[src/dfo_regs.svh]
// register offsets, command codes, field positions, reset values and timing counts
`ifndef DFO_REGS_SVH
`define DFO_REGS_SVH

// ************************************************
// register addresses and command codes
// ************************************************
`define DFO_ADDR_EVENT_FLAGS    4'h0
`define DFO_ADDR_TEMP_LINK      4'hB
`define DFO_CMD_READ_EVENTS     4'h7
`define DFO_CMD_CLEAR_EVENTS    4'h5
`define DFO_CMD_START           4'h1

// ************************************************
// downstream frame layout
// ************************************************
`define DFO_FRAME_W             16
`define DFO_FRAME_SEL_BIT       0
`define DFO_FRAME_DATA_LSB      1
`define DFO_FRAME_CMD_LSB       1
`define DFO_FRAME_REGSEL_LSB    9
`define DFO_REGSEL_CTRL1        2'h1
`define DFO_REGSEL_CTRL2        2'h2
`define DFO_REGSEL_CTRL3        2'h3

// ************************************************
// field positions and reset values
// ************************************************
`define DFO_CTRL2_UNUSED_BIT    5
`define DFO_CTRL_RESET          8'h00
`define DFO_FLAGS_RESET         8'h00

// ************************************************
// timing
// ************************************************
`define DFO_CLK_HZ              10000000
`define DFO_CYC_PER_MS          (`DFO_CLK_HZ / 1000)
`define DFO_IO_LOW_MS           225
`define DFO_SEO_INJ_MS          225
`define DFO_SEO_RELAY_MS        600
`define DFO_FRAME_TIMEOUT_MS    20

`endif

[src/dfo_pkg.sv]
// types shared by the diagnostic flag and output command bank
package dfo_pkg;

    typedef struct packed {
        logic sensor_supply_overtemp;
        logic stage_overtemp;
        logic relay_driver_overtemp;
        logic low_reg_overtemp;
        logic supply5_uv_reset;
        logic can_error;
        logic watchdog_reset;
        logic key_on;
        logic io_supply_low;
    } dfo_sense_t;

    typedef struct packed {
        logic [3:0] injector;
        logic       out5;
        logic       out20;
        logic       out8;
        logic       out19;
        logic       out15;
        logic       out14;
        logic       out9;
        logic [3:0] ignition;
        logic       out22;
        logic       out21;
        logic       out16;
        logic       out13;
        logic       out17;
        logic       out18;
        logic       out7;
        logic       out6;
        logic       step_en;
        logic       step_dir;
    } dfo_stage_t;

endpackage : dfo_pkg

[src/dfo_main.sv]
// diagnostic flag registers and output command registers behind the serial frame port
//
// Operation
// RL1: reg 1011b bits 7..4 latch over-temperature of supplies, stages, relay driver, regulator.
// RL2: reg 1011b bit 3 latches 5 V undervoltage reset, even when masked.
// RL3: reg 1011b bit 2 shows live CAN transceiver error condition.
// RL4: reg 1011b bit 1 sets on a received frame of wrong length.
// RL5: reg 1011b bit 0 sets when no frame arrives within timeout.
// RL6: reg 0000b bit 7 sets after I/O supply low beyond 225 ms.
// RL7: reg 0000b watchdog reset: bit 6 latched, bit 3 live copy.
// RL8: reg 0000b bit 5 flags injectors 1-4 switched off after 225 ms.
// RL9: reg 0000b bit 4 flags relays 13,14 off 600 ms after key off.
// RL10: engine-off flags only with power latch disabled; key low or watchdog triggers.
// RL11: reg 0000b bits 2,1 read zero; bit 0 is filtered key state.
// RL12: command 7 returns reg 0000b; only command 5 clears its flags.
// RL13: data frames have D0 zero, control data from D1 upward.
// RL14: command bit 1 switches stage on; registers reset to zero.
// RL15: control 1 bits 7..0 drive stages 1,2,3,4,5,20,8,19.
// RL16: control 2 drives 15,14, ignores bit 5, then 9, ignitions 1-4.
// RL17: control 3 bits 7..0 drive stages 22,21,16,13,17,18,7,6.
// RL18: stepper mode: control 3 bit 6 enables stepper, bit 7 direction.
// RL19: reg 1011b flags clear when their register is read.
// RL20: while global output disable is set, control data is ignored.
// RL21: stepper direction bit 0 forward, 1 backward.
// RL22: unused control 2 bit 5 never reaches any stage or state.
`timescale 1ns/100ps
`include "dfo_regs.svh"
module dfo_main #(
    parameter int unsigned IO_LOW_CYCLES    = `DFO_IO_LOW_MS * `DFO_CYC_PER_MS,
    parameter int unsigned SEO_INJ_CYCLES   = `DFO_SEO_INJ_MS * `DFO_CYC_PER_MS,
    parameter int unsigned SEO_RELAY_CYCLES = `DFO_SEO_RELAY_MS * `DFO_CYC_PER_MS,
    parameter int unsigned TIMEOUT_CYCLES   = `DFO_FRAME_TIMEOUT_MS * `DFO_CYC_PER_MS
) (
    input  wire logic                     CLK_SYS,
    input  wire logic                     RST,
    input  wire logic                     DS_VALID,
    input  wire logic [`DFO_FRAME_W-1:0]  DS_FRAME,
    input  wire logic                     FRAME_LEN_ERR,
    input  wire dfo_pkg::dfo_sense_t      SENSE,
    input  wire logic                     STEP_MODE,
    input  wire logic                     POWER_LATCH_EN,
    output logic                          REPLY_VALID,
    output logic [7:0]                    REPLY_DATA,
    output logic                          OUT_DISABLED,
    output dfo_pkg::dfo_stage_t           STAGES
);
    // ************************************************
    // state
    // ************************************************
    typedef struct packed {
        dfo_pkg::dfo_sense_t sense_d;
        logic [7:0]          temp_flags;
        logic [7:4]          event_flags;
        logic [7:0]          ctrl1;
        logic [7:0]          ctrl2;
        logic [7:0]          ctrl3;
        logic                global_output_disable;
        logic                seo_arm;
        logic                inj_off;
        logic                relay_off;
        logic                reply_valid;
        logic [7:0]          reply_data;
        dfo_pkg::dfo_stage_t stages;
    } dfo_main_state_t;

    dfo_main_state_t     st_r;
    dfo_main_state_t     st_nxt;
    dfo_pkg::dfo_sense_t sense_f;
    logic                io_low_done;
    logic                inj_done;
    logic                relay_done;
    logic                timeout_done;

    // ************************************************
    // input conditioning and delay timers
    // ************************************************
    dfo_sync_filter u_sync (
        .CLK_SYS   (CLK_SYS),
        .RST       (RST),
        .sense_in  (SENSE),
        .sense_out (sense_f)
    );

    dfo_delay_timer #(.CYCLES(IO_LOW_CYCLES)) u_io_low (
        .CLK_SYS (CLK_SYS),
        .RST     (RST),
        .run     (sense_f.io_supply_low),
        .done    (io_low_done)
    );

    dfo_delay_timer #(.CYCLES(SEO_INJ_CYCLES)) u_seo_inj (
        .CLK_SYS (CLK_SYS),
        .RST     (RST),
        .run     (st_r.seo_arm),
        .done    (inj_done)
    );

    dfo_delay_timer #(.CYCLES(SEO_RELAY_CYCLES)) u_seo_relay (
        .CLK_SYS (CLK_SYS),
        .RST     (RST),
        .run     (st_r.seo_arm),
        .done    (relay_done)
    );

    // restarts on every frame so silence is measured from the last one
    dfo_delay_timer #(.CYCLES(TIMEOUT_CYCLES)) u_timeout (
        .CLK_SYS (CLK_SYS),
        .RST     (RST),
        .run     (!DS_VALID),
        .done    (timeout_done)
    );

    // ************************************************
    // frame decode
    // ************************************************
    logic       is_data;
    logic       is_cmd;
    logic [3:0] cmd_code;
    logic [7:0] frame_data;
    logic [1:0] reg_sel;
    logic       rd_temp;
    logic       rd_events;
    logic       clr_events;

    assign is_data    = DS_VALID && !DS_FRAME[`DFO_FRAME_SEL_BIT]; // RL13
    assign is_cmd     = DS_VALID && DS_FRAME[`DFO_FRAME_SEL_BIT];
    assign cmd_code   = DS_FRAME[`DFO_FRAME_CMD_LSB +: 4];
    assign frame_data = DS_FRAME[`DFO_FRAME_DATA_LSB +: 8]; // RL13
    assign reg_sel    = DS_FRAME[`DFO_FRAME_REGSEL_LSB +: 2];
    assign rd_temp    = is_cmd && (cmd_code == `DFO_ADDR_TEMP_LINK);
    assign rd_events  = is_cmd && (cmd_code == `DFO_CMD_READ_EVENTS);
    assign clr_events = is_cmd && (cmd_code == `DFO_CMD_CLEAR_EVENTS);

    function automatic logic [7:0] event_view(input dfo_main_state_t s, input dfo_pkg::dfo_sense_t f);
        event_view = {s.event_flags, f.watchdog_reset, 2'b00, f.key_on}; // RL7 RL11
    endfunction : event_view

    function automatic dfo_pkg::dfo_stage_t stage_map(input dfo_main_state_t s, input logic step);
        stage_map          = '0;
        stage_map.injector = {s.ctrl1[4], s.ctrl1[5], s.ctrl1[6], s.ctrl1[7]}; // RL15
        stage_map.out5     = s.ctrl1[3]; // RL15
        stage_map.out20    = s.ctrl1[2];
        stage_map.out8     = s.ctrl1[1];
        stage_map.out19    = s.ctrl1[0];
        stage_map.out15    = s.ctrl2[7]; // RL16
        stage_map.out14    = s.ctrl2[6];
        // bit 4 taken as stage 9, bit 3 as ignition 1
        stage_map.out9     = s.ctrl2[4]; // RL16
        stage_map.ignition = {s.ctrl2[0], s.ctrl2[1], s.ctrl2[2], s.ctrl2[3]};
        stage_map.out16    = s.ctrl3[5]; // RL17
        stage_map.out13    = s.ctrl3[4];
        stage_map.out17    = s.ctrl3[3];
        stage_map.out18    = s.ctrl3[2];
        stage_map.out7     = s.ctrl3[1];
        stage_map.out6     = s.ctrl3[0];
        if (step)
        begin
            stage_map.step_en  = s.ctrl3[6]; // RL18
            stage_map.step_dir = s.ctrl3[7]; // RL21
        end
        else
        begin
            stage_map.out22 = s.ctrl3[7]; // RL17
            stage_map.out21 = s.ctrl3[6];
        end
        // secure engine-off overrides the host command
        if (s.inj_off)
            stage_map.injector = 4'h0; // RL8
        if (s.relay_off)
        begin
            stage_map.out13 = 1'b0; // RL9
            stage_map.out14 = 1'b0;
        end
    endfunction : stage_map

    // ************************************************
    // next state
    // ************************************************
    logic [7:0] temp_set;
    logic [7:4] event_set;
    logic       key_fell;
    logic       key_rose;
    logic       wdg_rose;

    always_comb
    begin
        st_nxt   = st_r;
        key_fell = st_r.sense_d.key_on && !sense_f.key_on;
        key_rose = !st_r.sense_d.key_on && sense_f.key_on;
        wdg_rose = !st_r.sense_d.watchdog_reset && sense_f.watchdog_reset;
        st_nxt.sense_d = sense_f;

        temp_set = {sense_f.sensor_supply_overtemp & ~st_r.sense_d.sensor_supply_overtemp, // RL1
                    sense_f.stage_overtemp & ~st_r.sense_d.stage_overtemp,
                    sense_f.relay_driver_overtemp & ~st_r.sense_d.relay_driver_overtemp,
                    sense_f.low_reg_overtemp & ~st_r.sense_d.low_reg_overtemp,
                    sense_f.supply5_uv_reset & ~st_r.sense_d.supply5_uv_reset, // RL2
                    1'b0,
                    FRAME_LEN_ERR, // RL4
                    timeout_done}; // RL5
        event_set = {io_low_done, // RL6
                     wdg_rose, // RL7
                     inj_done && st_r.seo_arm, // RL8
                     relay_done && st_r.seo_arm}; // RL9

        // read clears, a coincident event still lands
        if (rd_temp)
            st_nxt.temp_flags = temp_set; // RL19
        else
            st_nxt.temp_flags = st_r.temp_flags | temp_set;
        if (clr_events)
            st_nxt.event_flags = event_set; // RL12
        else
            st_nxt.event_flags = st_r.event_flags | event_set;

        st_nxt.reply_valid = rd_temp || rd_events || clr_events;
        if (rd_temp)
            st_nxt.reply_data = {st_r.temp_flags[7:3], sense_f.can_error, st_r.temp_flags[1:0]}; // RL3
        else if (rd_events || clr_events)
            st_nxt.reply_data = event_view(st_r, sense_f); // RL12
        else
            st_nxt.reply_data = st_r.reply_data;

        if (is_cmd && cmd_code == `DFO_CMD_START)
            st_nxt.global_output_disable = 1'b0; // RL20

        if (is_data && !st_r.global_output_disable) // RL20
        begin
            unique case (reg_sel)
                `DFO_REGSEL_CTRL1: st_nxt.ctrl1 = frame_data;
                `DFO_REGSEL_CTRL2: st_nxt.ctrl2 = frame_data & ~(8'h01 << `DFO_CTRL2_UNUSED_BIT); // RL22
                `DFO_REGSEL_CTRL3: st_nxt.ctrl3 = frame_data;
                default:           st_nxt.ctrl1 = st_r.ctrl1;
            endcase
        end

        // engine-off delay is armed only with the power latch disabled
        if (!POWER_LATCH_EN && (key_fell || wdg_rose)) // RL10
            st_nxt.seo_arm = 1'b1;
        if (inj_done && st_r.seo_arm)
            st_nxt.inj_off = 1'b1; // RL8
        if (relay_done && st_r.seo_arm)
        begin
            st_nxt.relay_off = 1'b1; // RL9
            st_nxt.seo_arm   = 1'b0;
        end
        if (key_rose)
        begin
            st_nxt.seo_arm   = 1'b0;
            st_nxt.inj_off   = 1'b0;
            st_nxt.relay_off = 1'b0;
        end

        st_nxt.stages = stage_map(st_nxt, STEP_MODE); // RL14
    end

    always_ff @(posedge CLK_SYS)
    begin
        if (RST)
        begin
            st_r             <= '0; // RL14
            st_r.temp_flags  <= `DFO_FLAGS_RESET;
            st_r.ctrl1       <= `DFO_CTRL_RESET;
            st_r.ctrl2       <= `DFO_CTRL_RESET;
            st_r.ctrl3       <= `DFO_CTRL_RESET;
            st_r.global_output_disable     <= 1'b1;
        end
        else
            st_r <= st_nxt;
    end

    assign REPLY_VALID  = st_r.reply_valid;
    assign REPLY_DATA   = st_r.reply_data;
    assign OUT_DISABLED = st_r.global_output_disable;
    assign STAGES       = st_r.stages;
endmodule : dfo_main

[src/dfo_sync_filter.sv]
// three-stage synchroniser with agreement filter for the analogue status levels
`timescale 1ns/100ps
module dfo_sync_filter (
    input  wire logic                CLK_SYS,
    input  wire logic                RST,
    input  wire dfo_pkg::dfo_sense_t sense_in,
    output dfo_pkg::dfo_sense_t      sense_out
);
    typedef struct packed {
        dfo_pkg::dfo_sense_t s1;
        dfo_pkg::dfo_sense_t s2;
        dfo_pkg::dfo_sense_t s3;
        dfo_pkg::dfo_sense_t filt;
    } dfo_sync_state_t;

    dfo_sync_state_t st_r;
    dfo_sync_state_t st_nxt;

    always_comb
    begin
        st_nxt    = st_r;
        st_nxt.s1 = sense_in;
        st_nxt.s2 = st_r.s1;
        st_nxt.s3 = st_r.s2;
        // a bit moves only once the two late stages agree
        st_nxt.filt = (st_r.s2 & st_r.s3) | (st_r.filt & (st_r.s2 ^ st_r.s3));
    end

    always_ff @(posedge CLK_SYS)
    begin
        if (RST)
            st_r <= '0;
        else
            st_r <= st_nxt;
    end

    assign sense_out = st_r.filt;
endmodule : dfo_sync_filter

[src/dfo_delay_timer.sv]
// delay counter: one-cycle done pulse after run has stayed high for CYCLES edges
`timescale 1ns/100ps
module dfo_delay_timer #(
    parameter int unsigned CYCLES = 1
) (
    input  wire logic CLK_SYS,
    input  wire logic RST,
    input  wire logic run,
    output logic      done
);
    typedef struct packed {
        logic [31:0] cnt;
        logic        done;
    } dfo_timer_state_t;

    dfo_timer_state_t st_r;
    dfo_timer_state_t st_nxt;

    always_comb
    begin
        st_nxt      = st_r;
        st_nxt.done = 1'b0;
        if (!run)
            st_nxt.cnt = 32'h0;
        // stops at the end so a held level fires only once
        else if (st_r.cnt < CYCLES)
        begin
            st_nxt.cnt  = st_r.cnt + 32'h1;
            st_nxt.done = (st_r.cnt == CYCLES - 32'h1);
        end
    end

    always_ff @(posedge CLK_SYS)
    begin
        if (RST)
            st_r <= '0;
        else
            st_r <= st_nxt;
    end

    assign done = st_r.done;
endmodule : dfo_delay_timer

[config.mk]
export PLATFORM = sky130hd
export DESIGN_NAME = dfo_main
export DESIGN_NICKNAME = d
export VERILOG_FILES = /design/src/dfo_pkg.sv /design/src/dfo_main.sv /design/src/dfo_sync_filter.sv /design/src/dfo_delay_timer.sv
export VERILOG_INCLUDE_DIRS = /design/src
export SDC_FILE = /design/constraint.sdc
export NUM_CORES = 1
export LEC_CHECK = 0
export BUFFER_PORTS_ARGS = -buffer_cell sky130_fd_sc_hd__buf_2
export CORE_MARGIN = 4
export CORE_UTILIZATION = 64
export DETAILED_ROUTE_END_ITERATION = 8
export PLACE_DENSITY = 0.85
export SLEW_MARGIN = 30
export SYNTH_ARGS = -nofsm -noshare
export SYNTH_HDL_FRONTEND = slang
export SYNTH_SLANG_ARGS = --single-unit
[constraint.sdc]
create_clock -name CLK_SYS -period 4.2 [get_ports CLK_SYS]
set_clock_uncertainty 0.05 [all_clocks]
set_input_delay 0.84 -clock CLK_SYS [delete_from_list [all_inputs] [get_ports CLK_SYS]]
set_output_delay 0.84 -clock CLK_SYS [all_outputs]
set_load 0.05 [all_outputs]
==> impl_metrics.json <==
{
  "netlist_area_um2": 9280,
  "worst_setup_path_end_kind": "register",
  "critPathBufInv": 0,
  "fin_ws_ns": 1.56,
  "peakVddDrop_mv": 0.353,
  "htree_num_levels": 1,
  "slowest_delay_ns": 0.55,
  "critPathTopFamily": "simple AND/OR/NAND/NOR gates",
  "tightest_slew_ns": 0.839,
  "synth_cell_types": 64,
  "die-area_um2": 16500,
  "synth_warnings": 0,
  "drt_iter0_drc": 534,
  "ys_ff_latch": 232,
  "leakagePower_nw": 3.77,
  "ios": 66,
  "ys_seq_area_frac": 0.500,
  "antenna_found_initial": 0,
  "async_flop_share": 0,
  "grt_usage": 0.213,
  "initial_core_util": 0.661,
  "synthFlopType": "dfxtp_1",
  "drt_wl_total_um": 17900,
  "fin_crit_ns": 2.64,
  "finalSetupViolCount": 0,
  "cts_hold_buf": 0,
  "cts-root-buf": "clkbuf_16",
  "port_buffers": 60,
  "rows": 43,
  "num_antenna_cells": 0,
  "clkLatencyLatePin_ns": 0.49,
  "routabilityCongestion": 0.843,
  "grt_max_degree": 55,
  "grt.overflow.total": 0,
  "cts_buffer_depth": 3,
  "drc": 0,
  "num_vias": 7168,
  "clockPowerShare": 0.447,
  "p_per_area_nw_per_um2": 407,
  "slew_headroom": 0.438,
  "syn_area_per_cell_um2": 9.22,
  "dpl.hpwl_um": 11400,
  "final_nets": 1066,
  "cp_max_fo": 16,
  "fmax_ghz": 0.378,
  "cts_sinks": 232,
  "p_comb_frac": 0.016,
  "path_clk_slew_ns": 0.06,
  "cap_viol_max_count": 0,
  "ant_nets": 0,
  "syn_nets": 1050,
  "cts_post_setup_buffers_inserted": 0,
  "worstPathRequired_ns": 4.57,
  "drtPass1Iterations": 5,
  "wl_per_cell_um": 14.7,
  "synth_top_area_frac": 0.500,
  "avgViaCountPerCell": 5.90,
  "synth_enable_flop_cells": 0,
  "status": "finished clean",
  "switching_share": 0.199,
  "dpl.cell_count": 1177,
  "syn-instance-count": 1006,
  "hp-class": "reg2reg",
  "cp_data_arrival_time_ns": 3.01,
  "grt_pass1_vias": 6577,
  "cts_tree": "yes",
  "layout_common_cells": "232 x dfxtp_1, 86 x nor2_1, 85 x a21oi_1, 60 x nand2_1, 59 x buf_2",
  "final_cells": 1214,
  "layout-drive-gt1-share": 0.118,
  "area_delta_synth_final_pct": 9.32,
  "cts_buffers": 23,
  "synth.area.top_cells": "dfxtp_1 50%, a21oi_1 4.6%, nor2_1 3.5%, and2_1 3.2%, nor2b_1 2.9%",
  "layout_commonest_cell": "dfxtp_1",
  "crit_type": "reg2reg",
  "synth_top_cell_by_area": "dfxtp_1",
  "worst_setup_path_start_kind": "register",
  "die_x_um": 128,
  "die_y_um": 128,
  "final.period_utilization": 0.629,
  "path_cells": "or4_4 -> nor4_4 -> o211ai_2 -> or4_1 -> a21oi_1",
  "cpMaxStageDelayCell": "nor4_4",
  "coreArea_um2": 14000,
  "post-place-ws_ns": 1.41,
  "placed_area_um2": 9460,
  "grt_pass1_wl_um": 30000,
  "finalInstanceArea_um2": 10100,
  "p_int_mw": 3.31,
  "finalSetupTns_ns": 0,
  "cts_resized": 0,
  "p_switching_mw": 0.823,
  "finalHoldViolCount": 0,
  "rsz0062_at_grt": "no",
  "seq_power_share": 0.537,
  "final_util": 0.722,
  "timing.final.max_slew_violations": 0
}
-- layout make-up --
class / count / area, um2
repair buffers: 66 / 348
multi-input cells: 683 / 4190
fillers: 998 / 3900
clock inverters: 4 / 22.5
clock buffers: 33 / 653
flip-flops and latches: 232 / 4640
well taps: 180 / 225
inverters: 16 / 60.1
-- per-layer routing --
layer	wire, um	global-route usage	share of wire
met1	8190	0.290	0.46
met4	369	0.0562	0.021
met3	818	0.0353	0.046
met5	0	0	0
met2	8480	0.353	0.47
-- power by group through the flow --
stage	clock, mW	sequential, mW	combinational (mW)
after floorplan	0	2.27	0.0382
after global routing	1.97	2.22	0.0715
after CTS	1.88	2.22	0.0644
final	1.85	2.22	0.0645
after global placement	0	2.27	0.0612
after detailed placement	0	2.27	0.0627
-- flip-flops by register name, indices dropped and copies added, names as in the netlist, 8 cells and up --
register / count
st_r: 44
u_io_low.st_r: 32
u_seo_inj.st_r: 32
u_seo_relay.st_r: 32
u_timeout.st_r: 32
u_sync.st_nxt: 18
STAGES: 10
u_sync.sense_out: 9
u_sync.st_r: 9
REPLY_DATA: 8
-- cell usage after synthesis (all sizes together), types with 25 or more instances --
library cell / number
dfxtp: 232
nor2: 87
a21oi: 85
nand2: 60
and2: 48
nor2b: 43
clkbuf: 41
o21ai: 37
buf: 34
nand3: 34
or3: 33
or4: 29
mux2i: 25
nor4: 25
-- cells by family (layout without fill, tap and decap cells) --
logic type	count (synthesis)	in the layout	synth area share
and+or+nand+nor	443	443	0.265
DFF	232	232	0.500
xor gates and xnor gates	19	19	0.0179
AOI/OAI and AO/OA	183	183	0.122
adders and majority gates	13	13	0.0175
muxes	25	25	0.0270
buffers and inverters	91	119	0.0504
-- stage by stage --
stage / power, mW / hold slack (ns)
3_3_place_gp: 2.33 / 0.371
5_1_grt: 4.26 / 0.409
4_1_cts: 4.16 / 0.383
3_5_place_dp: 2.33 / 0.370
2_1_floorplan: 2.31 / 0.361
6_report: 4.13 / 0.382
-- path summary, 6_finish.rpt --
| check | end | startpoint | cells after the start | slack (ns) |
|---|---|---|---|---|
| max | u_seo_relay.st_r[7]$_SDFFE_PP0N_ | u_seo_relay.st_r[27]$_SDFFE_PP0N_ | 5 | 1.56 |
| max reg2reg | u_seo_relay.st_r[7]$_SDFFE_PP0N_ | u_seo_relay.st_r[27]$_SDFFE_PP0N_ | 5 | 1.56 |
| min reg2reg | u_sync.st_nxt[14]$_SDFF_PP0_ | u_sync.st_nxt[23]$_SDFF_PP0_ | 1 | 0.38 |
| min | u_sync.st_nxt[14]$_SDFF_PP0_ | u_sync.st_nxt[23]$_SDFF_PP0_ | 1 | 0.38 |
Power figures use the tool's default switching activity.
